===== src/shared/dsf_pkg.sv =====
/*
  Shared constants and types for the diagnostic flag register bank.
  Assumes a 100 MHz system clock and 16-bit serial frames from the host.
*/
package dsf_pkg;
  // System clock rate and supply settle time
  localparam int unsigned CLK_HZ = 100_000_000;
  localparam int unsigned SETTLE_MS = 250;
  localparam int unsigned SETTLE_CYC = CLK_HZ / 1000 * SETTLE_MS;
  // Serial frame layout
  localparam int unsigned FRAME_BITS = 16;
  localparam int unsigned RW_BIT = 15;
  localparam int unsigned ADDR_MSB = 14;
  localparam int unsigned ADDR_LSB = 8;
  // Register byte addresses
  localparam logic [6:0] ADDR_DIAG = 7'h02;
  localparam logic [6:0] ADDR_GX_LOW = 7'h04;
  localparam logic [6:0] ADDR_GX_HIGH = 7'h06;
  localparam logic [6:0] ADDR_GY_LOW = 7'h08;
  localparam logic [6:0] ADDR_GY_HIGH = 7'h0a;
  localparam logic [6:0] ADDR_GZ_LOW = 7'h0c;
  localparam logic [6:0] ADDR_GZ_HIGH = 7'h0e;
  localparam logic [6:0] ADDR_BIAS = 7'h66;
  localparam logic [6:0] ADDR_CMD = 7'h68;
  localparam logic [6:0] ADDR_FW_REV = 7'h6c;
  localparam logic [6:0] ADDR_FW_DM = 7'h6e;
  localparam logic [6:0] ADDR_FW_YEAR = 7'h70;
  localparam logic [6:0] ADDR_DEV_NUM = 7'h72;
  localparam logic [6:0] ADDR_SERIAL = 7'h74;
  localparam logic [6:0] ADDR_SCR [3] = '{7'h76, 7'h78, 7'h7a};
  localparam logic [6:0] ADDR_FW_LOW = 7'h7c;
  localparam logic [6:0] ADDR_FW_HIGH = 7'h7e;
  // Reset values
  localparam logic [15:0] DIAG_RST = 16'h0000;
  localparam logic [15:0] BIAS_RST = 16'h070a;
  localparam logic [15:0] SCR_RST = 16'h0000;
  localparam logic [15:0] WORD_ZERO = 16'h0000;
  // Flag bit positions
  localparam int unsigned FLAG_OVERRUN = 1;
  localparam int unsigned FLAG_UPDATE = 2;
  localparam int unsigned FLAG_SERIAL = 3;
  localparam int unsigned FLAG_STANDBY = 4;
  localparam int unsigned FLAG_SENSOR = 5;
  localparam int unsigned FLAG_MEMORY = 6;
  localparam int unsigned FLAG_CLOCK = 7;
  // Command bit positions
  localparam int unsigned CMD_SELF_TEST = 2;
  localparam int unsigned CMD_FLASH_UPDATE = 3;
  localparam int unsigned CMD_FLASH_TEST = 4;
  localparam int unsigned CMD_SOFT_RESET = 7;
  // Sync mode code for scaled sync
  localparam logic [2:0] SYNC_SCALED = 3'h2;

  // Gyro outputs, each a 32-bit twos complement value
  typedef struct packed {
    logic [31:0] x;
    logic [31:0] y;
    logic [31:0] z;
  } dsf_gyro_s;

  // Monitor events and levels from the sensor core
  typedef struct packed {
    logic syncLockFail;
    logic flashTestDone;
    logic flashTestBad;
    logic selfTestDone;
    logic selfTestFail;
    logic flashUpdDone;
    logic flashUpdFail;
    logic overrun;
  } dsf_mon_s;

  // One-cycle command pulses to the sensor core
  typedef struct packed {
    logic softReset;
    logic flashTest;
    logic flashUpdate;
    logic selfTest;
  } dsf_cmd_s;

  // Supply monitor states
  typedef enum logic [1:0] {
    PWR_RUN = 2'b00,
    PWR_DOWN = 2'b01,
    PWR_SETTLE = 2'b10
  } dsf_power_e;
endpackage : dsf_pkg


===== src/rtl/dsf_spi_link.sv =====
/*
  Serial slave for the register bank: 16-bit frames, clock idles high.
  Assumes csN, sclk and mosi are asynchronous pins sampled by clk_sys.
*/
`timescale 1ns/10ps
module dsf_spi_link (
  input wire logic clk_sys,
  input wire logic rst,
  input wire logic clkEn,
  input wire logic csN,
  input wire logic sclk,
  input wire logic mosi,
  input wire logic [15:0] txWord,
  output logic miso,
  output logic misoOeN,
  output logic rxValid,
  output logic [15:0] rxWord,
  output logic frameErr
);
  // Two-stage synchronisers, then one stage for edge finding
  logic [2:0] syncA;
  logic [2:0] syncB;
  logic csPrev;
  logic sclkPrev;
  logic [3:0] bitCnt; // Edges seen modulo the frame length
  logic [15:0] rxShift;
  logic [15:0] txShift;
  logic sclkRise;
  logic sclkFall;
  logic csRise;
  logic csFall;
  localparam logic [15:0] WORD_ZERO = dsf_pkg::WORD_ZERO; // Idle word, declared before any use

  // Pin synchronisers; only syncB feeds logic
  always_ff @(posedge clk_sys) begin
    if (rst) begin
      syncA <= 3'h7;
      syncB <= 3'h7;
      csPrev <= 1'b1;
      sclkPrev <= 1'b1;
    end else if (clkEn) begin
      syncA <= {csN, sclk, mosi};
      syncB <= syncA;
      csPrev <= syncB[2];
      sclkPrev <= syncB[1];
    end
  end

  assign sclkRise = !syncB[2] && syncB[1] && !sclkPrev;
  assign sclkFall = !syncB[2] && !syncB[1] && sclkPrev;
  assign csRise = syncB[2] && !csPrev;
  assign csFall = !syncB[2] && csPrev;

  // Receive side: sample on rising edges, word every 16 edges
  always_ff @(posedge clk_sys) begin
    if (rst) begin
      bitCnt <= 4'h0;
      rxShift <= WORD_ZERO;
      rxWord <= WORD_ZERO;
      rxValid <= 1'b0;
    end else if (clkEn) begin
      rxValid <= 1'b0;
      if (csFall) begin
        bitCnt <= 4'h0;
      end else if (sclkRise) begin
        bitCnt <= bitCnt + 4'h1;
        rxShift <= {rxShift[14:0], syncB[0]};
        if (bitCnt == 4'(dsf_pkg::FRAME_BITS - 1)) begin
          rxWord <= {rxShift[14:0], syncB[0]};
          rxValid <= 1'b1;
        end
      end
    end
  end

  // Count left over at deselect means a bad frame length
  always_ff @(posedge clk_sys) begin
    if (rst) begin
      frameErr <= 1'b0;
    end else if (clkEn) begin
      frameErr <= csRise && (bitCnt != 4'h0);
    end
  end

  // Transmit side: load on the frame's first falling edge, then shift
  always_ff @(posedge clk_sys) begin
    if (rst) begin
      txShift <= WORD_ZERO;
    end else if (clkEn && sclkFall) begin
      if (bitCnt == 4'h0) begin
        txShift <= txWord;
      end else begin
        txShift <= {txShift[14:0], 1'b0};
      end
    end
  end

  assign miso = txShift[15];
  assign misoOeN = syncB[2]; // Driven only while selected
endmodule : dsf_spi_link


===== src/rtl/dsf_diag_regs.sv =====
/*
  Diagnostic error flags and the upper register map of the unit.
  Assumes monitor inputs come from logic on clk_sys; the supply
  comparator and the serial pins are asynchronous.
*/
`timescale 1ns/10ps
module dsf_diag_regs #(
  parameter int unsigned SETTLE_CYCLES = dsf_pkg::SETTLE_CYC,
  parameter logic [15:0] FW_REV = 16'h0101, // Arbitrary value
  parameter logic [15:0] FW_DAY_MONTH = 16'h0101, // Arbitrary value
  parameter logic [15:0] FW_YEAR = 16'h0001, // Arbitrary value
  parameter logic [15:0] DEV_NUMBER = 16'h1234, // Arbitrary value
  parameter logic [15:0] UNIT_SERIAL = 16'h0001 // Arbitrary value
) (
  input wire logic clk_sys,
  input wire logic rst,
  input wire logic clkEn,
  input wire logic spiCsN,
  input wire logic spiSclk,
  input wire logic spiMosi,
  output logic spiMiso,
  output logic spiMisoOeN,
  input wire logic supplyLow,
  input wire logic [2:0] syncMode,
  input wire dsf_pkg::dsf_mon_s mon,
  input wire dsf_pkg::dsf_gyro_s gyro,
  output dsf_pkg::dsf_cmd_s cmd,
  output logic dataHalt,
  output logic reinit,
  output logic [15:0] biasNull
);
  logic rxValid; // Word received from the host
  logic [15:0] rxWord;
  logic frameErr; // Bad frame length pulse
  logic [15:0] txWord; // Answer for the next frame
  logic [15:0] flags; // Sticky diagnostic flags
  logic [15:0] setVec; // Per-bit set events this cycle
  logic [15:0] scratch [3];
  logic [31:0] flashWrites;
  logic [1:0] lowSync; // Supply comparator synchroniser
  dsf_pkg::dsf_power_e pwrState;
  dsf_pkg::dsf_power_e next_pwrState;
  logic [$clog2(SETTLE_CYCLES + 1)-1:0] settleCnt;
  logic isWrite;
  logic isRead;
  logic [6:0] rxAddr;
  logic clearFlags; // Diag register is being read
  logic [15:0] readData;

  // Same word address, ignoring the byte select bit
  function automatic logic hitWord(input logic [6:0] a, input logic [6:0] off);
    hitWord = (a[6:1] == off[6:1]);
  endfunction : hitWord

  // Byte write: odd address writes the high byte
  function automatic logic [15:0] mergeByte(input logic [15:0] old, input logic hi, input logic [7:0] b);
    mergeByte = hi ? {b, old[7:0]} : {old[15:8], b};
  endfunction : mergeByte

  // Serial slave
  dsf_spi_link uLink (
    .clk_sys(clk_sys),
    .rst(rst),
    .clkEn(clkEn),
    .csN(spiCsN),
    .sclk(spiSclk),
    .mosi(spiMosi),
    .txWord(txWord),
    .miso(spiMiso),
    .misoOeN(spiMisoOeN),
    .rxValid(rxValid),
    .rxWord(rxWord),
    .frameErr(frameErr)
  );

  // Frame decode
  assign rxAddr = rxWord[dsf_pkg::ADDR_MSB:dsf_pkg::ADDR_LSB];
  assign isWrite = rxValid && rxWord[dsf_pkg::RW_BIT];
  assign isRead = rxValid && !rxWord[dsf_pkg::RW_BIT];
  assign clearFlags = isRead && hitWord(rxAddr, dsf_pkg::ADDR_DIAG);

  // Supply comparator is asynchronous: two flops first
  always_ff @(posedge clk_sys) begin
    if (rst) begin
      lowSync <= 2'b00;
    end else if (clkEn) begin
      lowSync <= {lowSync[0], supplyLow};
    end
  end

  // Supply state: halt while low, resume after a full settle time
  always_comb begin
    next_pwrState = pwrState;
    case (pwrState)
      dsf_pkg::PWR_RUN: begin
        if (lowSync[1]) next_pwrState = dsf_pkg::PWR_DOWN;
      end
      dsf_pkg::PWR_DOWN: begin
        if (!lowSync[1]) next_pwrState = dsf_pkg::PWR_SETTLE;
      end
      dsf_pkg::PWR_SETTLE: begin
        // A dip restarts the whole wait
        if (lowSync[1]) next_pwrState = dsf_pkg::PWR_DOWN;
        else if (settleCnt == ($bits(settleCnt))'(SETTLE_CYCLES - 1)) next_pwrState = dsf_pkg::PWR_RUN;
      end
      default: next_pwrState = dsf_pkg::PWR_DOWN;
    endcase
  end

  // State register and settle counter
  always_ff @(posedge clk_sys) begin
    if (rst) begin
      pwrState <= dsf_pkg::PWR_RUN;
      settleCnt <= '0;
      reinit <= 1'b0;
    end else if (clkEn) begin
      pwrState <= next_pwrState;
      settleCnt <= (pwrState == dsf_pkg::PWR_SETTLE) ? settleCnt + 1'b1 : '0;
      reinit <= (pwrState == dsf_pkg::PWR_SETTLE) && (next_pwrState == dsf_pkg::PWR_RUN);
    end
  end

  // Processing halts in both low and settling states
  assign dataHalt = (pwrState != dsf_pkg::PWR_RUN);

  // Flag set events, one per monitored condition
  always_comb begin
    setVec = 16'h0000;
    setVec[dsf_pkg::FLAG_CLOCK] = mon.syncLockFail && (syncMode == dsf_pkg::SYNC_SCALED);
    setVec[dsf_pkg::FLAG_MEMORY] = mon.flashTestDone && mon.flashTestBad;
    setVec[dsf_pkg::FLAG_SENSOR] = mon.selfTestDone && mon.selfTestFail;
    setVec[dsf_pkg::FLAG_STANDBY] = (pwrState == dsf_pkg::PWR_DOWN);
    setVec[dsf_pkg::FLAG_SERIAL] = frameErr;
    setVec[dsf_pkg::FLAG_UPDATE] = mon.flashUpdDone && mon.flashUpdFail;
    setVec[dsf_pkg::FLAG_OVERRUN] = mon.overrun;
  end

  // Sticky flags: a set in the clearing cycle survives the clear
  genvar gi;
  generate
    for (gi = 0; gi < 16; gi++) begin : gFlag
      always_ff @(posedge clk_sys) begin
        if (rst) begin
          flags[gi] <= dsf_pkg::DIAG_RST[gi];
        end else if (clkEn) begin
          if (setVec[gi]) flags[gi] <= 1'b1;
          else if (clearFlags) flags[gi] <= 1'b0;
        end
      end
    end
  endgenerate

  // Writable words; commands are write only and writes to their upper byte are ignored
  always_ff @(posedge clk_sys) begin
    if (rst) begin
      biasNull <= dsf_pkg::BIAS_RST;
      cmd <= '0;
    end else if (clkEn) begin
      cmd <= '0;
      if (isWrite && hitWord(rxAddr, dsf_pkg::ADDR_BIAS)) begin
        biasNull <= mergeByte(biasNull, rxAddr[0], rxWord[7:0]);
      end
      if (isWrite && rxAddr == dsf_pkg::ADDR_CMD) begin
        cmd.selfTest <= rxWord[dsf_pkg::CMD_SELF_TEST];
        cmd.flashUpdate <= rxWord[dsf_pkg::CMD_FLASH_UPDATE];
        cmd.flashTest <= rxWord[dsf_pkg::CMD_FLASH_TEST];
        cmd.softReset <= rxWord[dsf_pkg::CMD_SOFT_RESET];
      end
    end
  end

  // Scratch words; the flash copy is restored by the core, not here
  generate
    for (gi = 0; gi < 3; gi++) begin : gScr
      always_ff @(posedge clk_sys) begin
        if (rst) begin
          scratch[gi] <= dsf_pkg::SCR_RST;
        end else if (clkEn && isWrite && hitWord(rxAddr, dsf_pkg::ADDR_SCR[gi])) begin
          scratch[gi] <= mergeByte(scratch[gi], rxAddr[0], rxWord[7:0]);
        end
      end
    end
  endgenerate

  // Flash write cycle counter, one count per completed update
  always_ff @(posedge clk_sys) begin
    if (rst) begin
      flashWrites <= 32'h0000_0000;
    end else if (clkEn && mon.flashUpdDone) begin
      flashWrites <= flashWrites + 32'h0000_0001;
    end
  end

  // Read multiplexer; unmapped words read as zero
  always_comb begin
    case ({rxAddr[6:1], 1'b0})
      dsf_pkg::ADDR_DIAG: readData = flags;
      dsf_pkg::ADDR_GX_LOW: readData = gyro.x[15:0];
      dsf_pkg::ADDR_GX_HIGH: readData = gyro.x[31:16];
      dsf_pkg::ADDR_GY_LOW: readData = gyro.y[15:0];
      dsf_pkg::ADDR_GY_HIGH: readData = gyro.y[31:16];
      dsf_pkg::ADDR_GZ_LOW: readData = gyro.z[15:0];
      dsf_pkg::ADDR_GZ_HIGH: readData = gyro.z[31:16];
      dsf_pkg::ADDR_BIAS: readData = biasNull;
      dsf_pkg::ADDR_FW_REV: readData = FW_REV;
      dsf_pkg::ADDR_FW_DM: readData = FW_DAY_MONTH;
      dsf_pkg::ADDR_FW_YEAR: readData = FW_YEAR;
      dsf_pkg::ADDR_DEV_NUM: readData = DEV_NUMBER;
      dsf_pkg::ADDR_SERIAL: readData = UNIT_SERIAL;
      dsf_pkg::ADDR_SCR[0]: readData = scratch[0];
      dsf_pkg::ADDR_SCR[1]: readData = scratch[1];
      dsf_pkg::ADDR_SCR[2]: readData = scratch[2];
      dsf_pkg::ADDR_FW_LOW: readData = flashWrites[15:0];
      dsf_pkg::ADDR_FW_HIGH: readData = flashWrites[31:16];
      default: readData = dsf_pkg::WORD_ZERO;
    endcase
  end

  // Answer is captured at the request and shifted out next frame
  always_ff @(posedge clk_sys) begin
    if (rst) begin
      txWord <= dsf_pkg::WORD_ZERO;
    end else if (clkEn && isRead) begin
      txWord <= readData;
    end
  end
endmodule : dsf_diag_regs


===== config.mk =====
export PLATFORM = sky130hd
export DESIGN_NAME = dsf_diag_regs
export DESIGN_NICKNAME = d
export VERILOG_FILES = /design/src/shared/dsf_pkg.sv /design/src/rtl/dsf_spi_link.sv /design/src/rtl/dsf_diag_regs.sv
export SDC_FILE = /design/constraint.sdc
export NUM_CORES = 1
export LEC_CHECK = 0
export BUFFER_PORTS_ARGS = -buffer_cell sky130_fd_sc_hd__buf_2
export CAP_MARGIN = 20
export CORE_UTILIZATION = 60
export CTS_BUF_LIST = sky130_fd_sc_hd__clkbuf_2
export DETAILED_ROUTE_END_ITERATION = 8
export HOLD_SLACK_MARGIN = 0.1
export PLACE_DENSITY = 0.88
export SLEW_MARGIN = 15
export SYNTH_ARGS = -nofsm -noshare
export SYNTH_HDL_FRONTEND = slang
export SYNTH_SLANG_ARGS = --single-unit

===== constraint.sdc =====
create_clock -name clk_sys -period 2.7 [get_ports clk_sys]
set_input_delay 0.54 -clock clk_sys [delete_from_list [all_inputs] [get_ports clk_sys]]
set_output_delay 0.54 -clock clk_sys [all_outputs]
set_load 0.005 [all_outputs]

==> impl_metrics.ini <==
[sta]
fin_crit_sh_pct = 96.73
period_minus_slack_ns = 2.612
tns_ns = 0
slew_viol_final = 0
clock_skew_ns = 0.06317
setup-violations-final = 0
setup_slack_ns = 0.08827
max-slew-margin-rel_pct = 44.63
hold_viol = 0
rsz0062_at_grt = no
tightestPinTransition_ns = 0.8237
fmax_ghz = 0.3829

[clock_network]
worstSkewPairLatency_ns = 0.84
cts_sinks = 214
cts_tree = yes
cts_made_buffers = 54
clkSlewWorstSetupHoldPaths_ns = 0.11
clk_path_buf_depth = 3
post_cts_buffers = 0
h-tree-depth = 2
cts_root_buf = clkbuf_2

[die]
io_pins = 138
core_area_um2 = 16580
start_util_pct = 61.52
rows = 47
dieArea_um2 = 17530
die_h_um = 132.4
die-width_um = 132.4

[worst_setup_path]
crit_arrival_ns = 3.27
critical_path_class = reg -> reg
slowest_stage = nor4_4
crit_path_max_incr_delay_ns = 0.68
setup.worst_path.end_class = flop
crit_chain = nor4_4, nand3_2, a32oi_1, dlygate4sd3_1, nor2_1
critPathLaunchType = flop
cp.required_ns = 3.36
cp_max_fo = 17

[routing]
wire_per_inst_um = 19.49
via_per_inst = 6.111
drt_wl_total_um = 29050
ant_nets = 0
dr_total_vias = 9106
detailedRoute.firstIterationViolations = 749
drtPass1Iterations = 6
drc = 0

[grt]
grt_max_degree = 56
antenna_found_initial = 1
overflow = 0
grt_pass1_vias = 8553
grt.total_usage_pct = 33.12
grt_pass1_wl_um = 45220

[synth]
synth_ff_type = dfxtp_1
ys_seq_area_share_pct = 46.70
synthesis.yosys.warnings = 0
syn-num-nets = 1169
synth_edf_count = 48
synth_area_um2 = 10200
ys_ff_latch = 214
synthCells = 1051
netlist.area_leader.share_pct = 32.57
ys_async_sr_fraction_pct = 0
synth_cell_types = 61
synth_area_leader_cell = dfxtp_1
yosys-top-cells-area = dfxtp_1 33%, edfxtp_1 14%, nor2_1 4.3%, mux4_2 4.0%, mux2i_1 3.7%
syn_avg_cell_area_um2 = 9.707

[cells_and_area]
multiInputGateArea_um2 = 5085
fillers = 1279
area_growth_pct = 16.12
seq_area_um2 = 4767
fin_util_pct = 71.44
final_nets = 1346
drive_above_1_share_pct = 25.37

[placed_design]
pre_cts_ws_ns = 0.2597
hpwl_um = 20020
globalplace.congestion = 0.9699
io_buffers = 137

[power]
ir_drop_uv = 542.2
p_leak_nw = 4.474
power_density_nw_per_um2 = 495.3
totalPowerFinal_mw = 5.867

[run]
maxCapViolCount = 0

[outcome]
run_status = completed

[worst_hold_path]
hp-class = in -> reg
==> worst max-delay path, delay by kind of cell (launching register included) <==
kind	cells	cell delay, ns
buffers and inverters	1	0.58
AO/OA/AOI/OAI	1	0.25
flip-flops	1	0.54
AND/OR/NAND/NOR	3	1.07
==> path summary, 6_finish.rpt <==
path                     from             end  slack, ns  cells after the start
min                  gyro[77]      txWord[13]       0.12                      3
max reg2reg  uLink.rxWord[11]        flags[5]       0.09                      5
min reg2reg    uLink.syncA[2]  uLink.syncB[2]       0.45                      1
max          uLink.rxWord[11]        flags[5]       0.09                      5
==> placed cells by master, fill, tap and decap left out, types with 8 or more instances in the layout <==
cell type / count
a22oi_1: 29
a211o_1: 12
dfxtp_1: 164
nor2_1: 117
nand4_1: 22
a21oi_1: 57
nor2b_1: 19
a211oi_1: 18
clkbuf_2: 86
mux2i_1: 38
nand2b_1: 8
or3_1: 13
and3_1: 14
nand3_1: 32
buf_2: 136
or2_2: 8
mux4_2: 18
buf_4: 33
a22o_1: 14
nor3_1: 16
a221oi_1: 8
and2_1: 54
nor4_1: 9
o21ai_0: 18
xnor2_1: 20
nand2_1: 100
inv_1: 13
xor2_1: 24
mux2_2: 17
dlygate4sd3_1: 20
edfxtp_1: 48
==> per-stage QoR <==
step           instance area (µm²)  hold WS [ns]  std cells
2_1_floorplan                10200        0.4314       1051
3_3_place_gp                 11130        0.4386       1372
3_5_place_dp                 11130        0.4465       1372
4_1_cts                      11830        0.1025       1489
5_1_grt                      11850        0.1303       1490
6_report                     11850        0.1168       1490
==> synthesized netlist by cell type (9+ instances only) <==
master      n
o21ai_0    18
a21oi_1    57
nor3_1     18
xnor2_1    20
nand3_1    33
or3_1      13
nor4_1      9
dfxtp_1   166
buf_2      22
nor2b_1    19
xor2_1     24
a22oi_1    29
nand2_1   100
mux2i_1    38
a22o_1     14
inv_1      13
mux4_2     18
and2_1     54
nor2_1    117
a211o_1    12
nand4_1    22
edfxtp_1   48
a211oi_1   18
mux2_2     17
and3_1     14
clkbuf_1   38
==> metal layers <==
metal | global-route usage, % | vias up | routed length [µm]
met1 | 42.51 | 4302 | 11230
li1 | - | 4200 | -
met3 | 8.228 | 75 | 3252
met4 | 14.18 | 0 | 1009
met5 | 0 | - | 0
met2 | 53.25 | 529 | 13550
==> layout make-up <==
| type | count | area share, % |
|---|---|---|
| repair buffers | 191 | 9.865 |
| inverters | 13 | 0.4119 |
| diodes | 1 | 0.02112 |
| flip-flops and latches | 214 | 40.24 |
| well taps | 220 | 2.324 |
| multi-input cells | 754 | 42.92 |
| clock buffers | 86 | 3.633 |
| clock inverters | 11 | 0.5809 |
==> kinds of logic (layout without fill, tap and decap cells) <==
group	count (synthesis)	count (layout)	synth area share (%)
and+or+nand+nor	445	445	22.85
DFF	214	214	46.70
AOI/OAI and AO/OA	188	188	12.90
buffers and inverters	83	301	3.704
muxes	73	73	9.578
xor gates and xnor gates	44	44	3.777
adders and majority gates	4	4	0.4906
other	0	1	0
==> report_power, final <==
part | internal (mW) | total [mW] | switching [mW]
clock network | 0.928 | 2.23 | 1.30
registers | 3.32 | 3.35 | 0.0294
logic | 0.144 | 0.292 | 0.148
==> timing repair <==
| action | 4_1_cts | 5_1_grt |
|---|---|---|
| hold buffers | 20 | 0 |
| gates resized for setup | 0 | 1 |
| endpoints found under the setup margin | 0 | 3 |
| hold endpoints to repair | 26 | 0 |
==> sequential cells by signal, summed over array words and instances, names as in the netlist <==
register,cells
biasNull,16
cmd,4
flags,7
flashWrites,32
lowSync,2
pwrState,2
reinit,1
scratch,48
settleCnt,25
txWord,16
uLink.bitCnt,4
uLink.csPrev,1
uLink.frameErr,1
uLink.rxShift,15
uLink.rxValid,1
uLink.rxWord,16
uLink.sclkPrev,1
uLink.syncA,3
uLink.syncB,3
uLink.txShift,16
No activity file was read; power rests on OpenSTA's default activity.
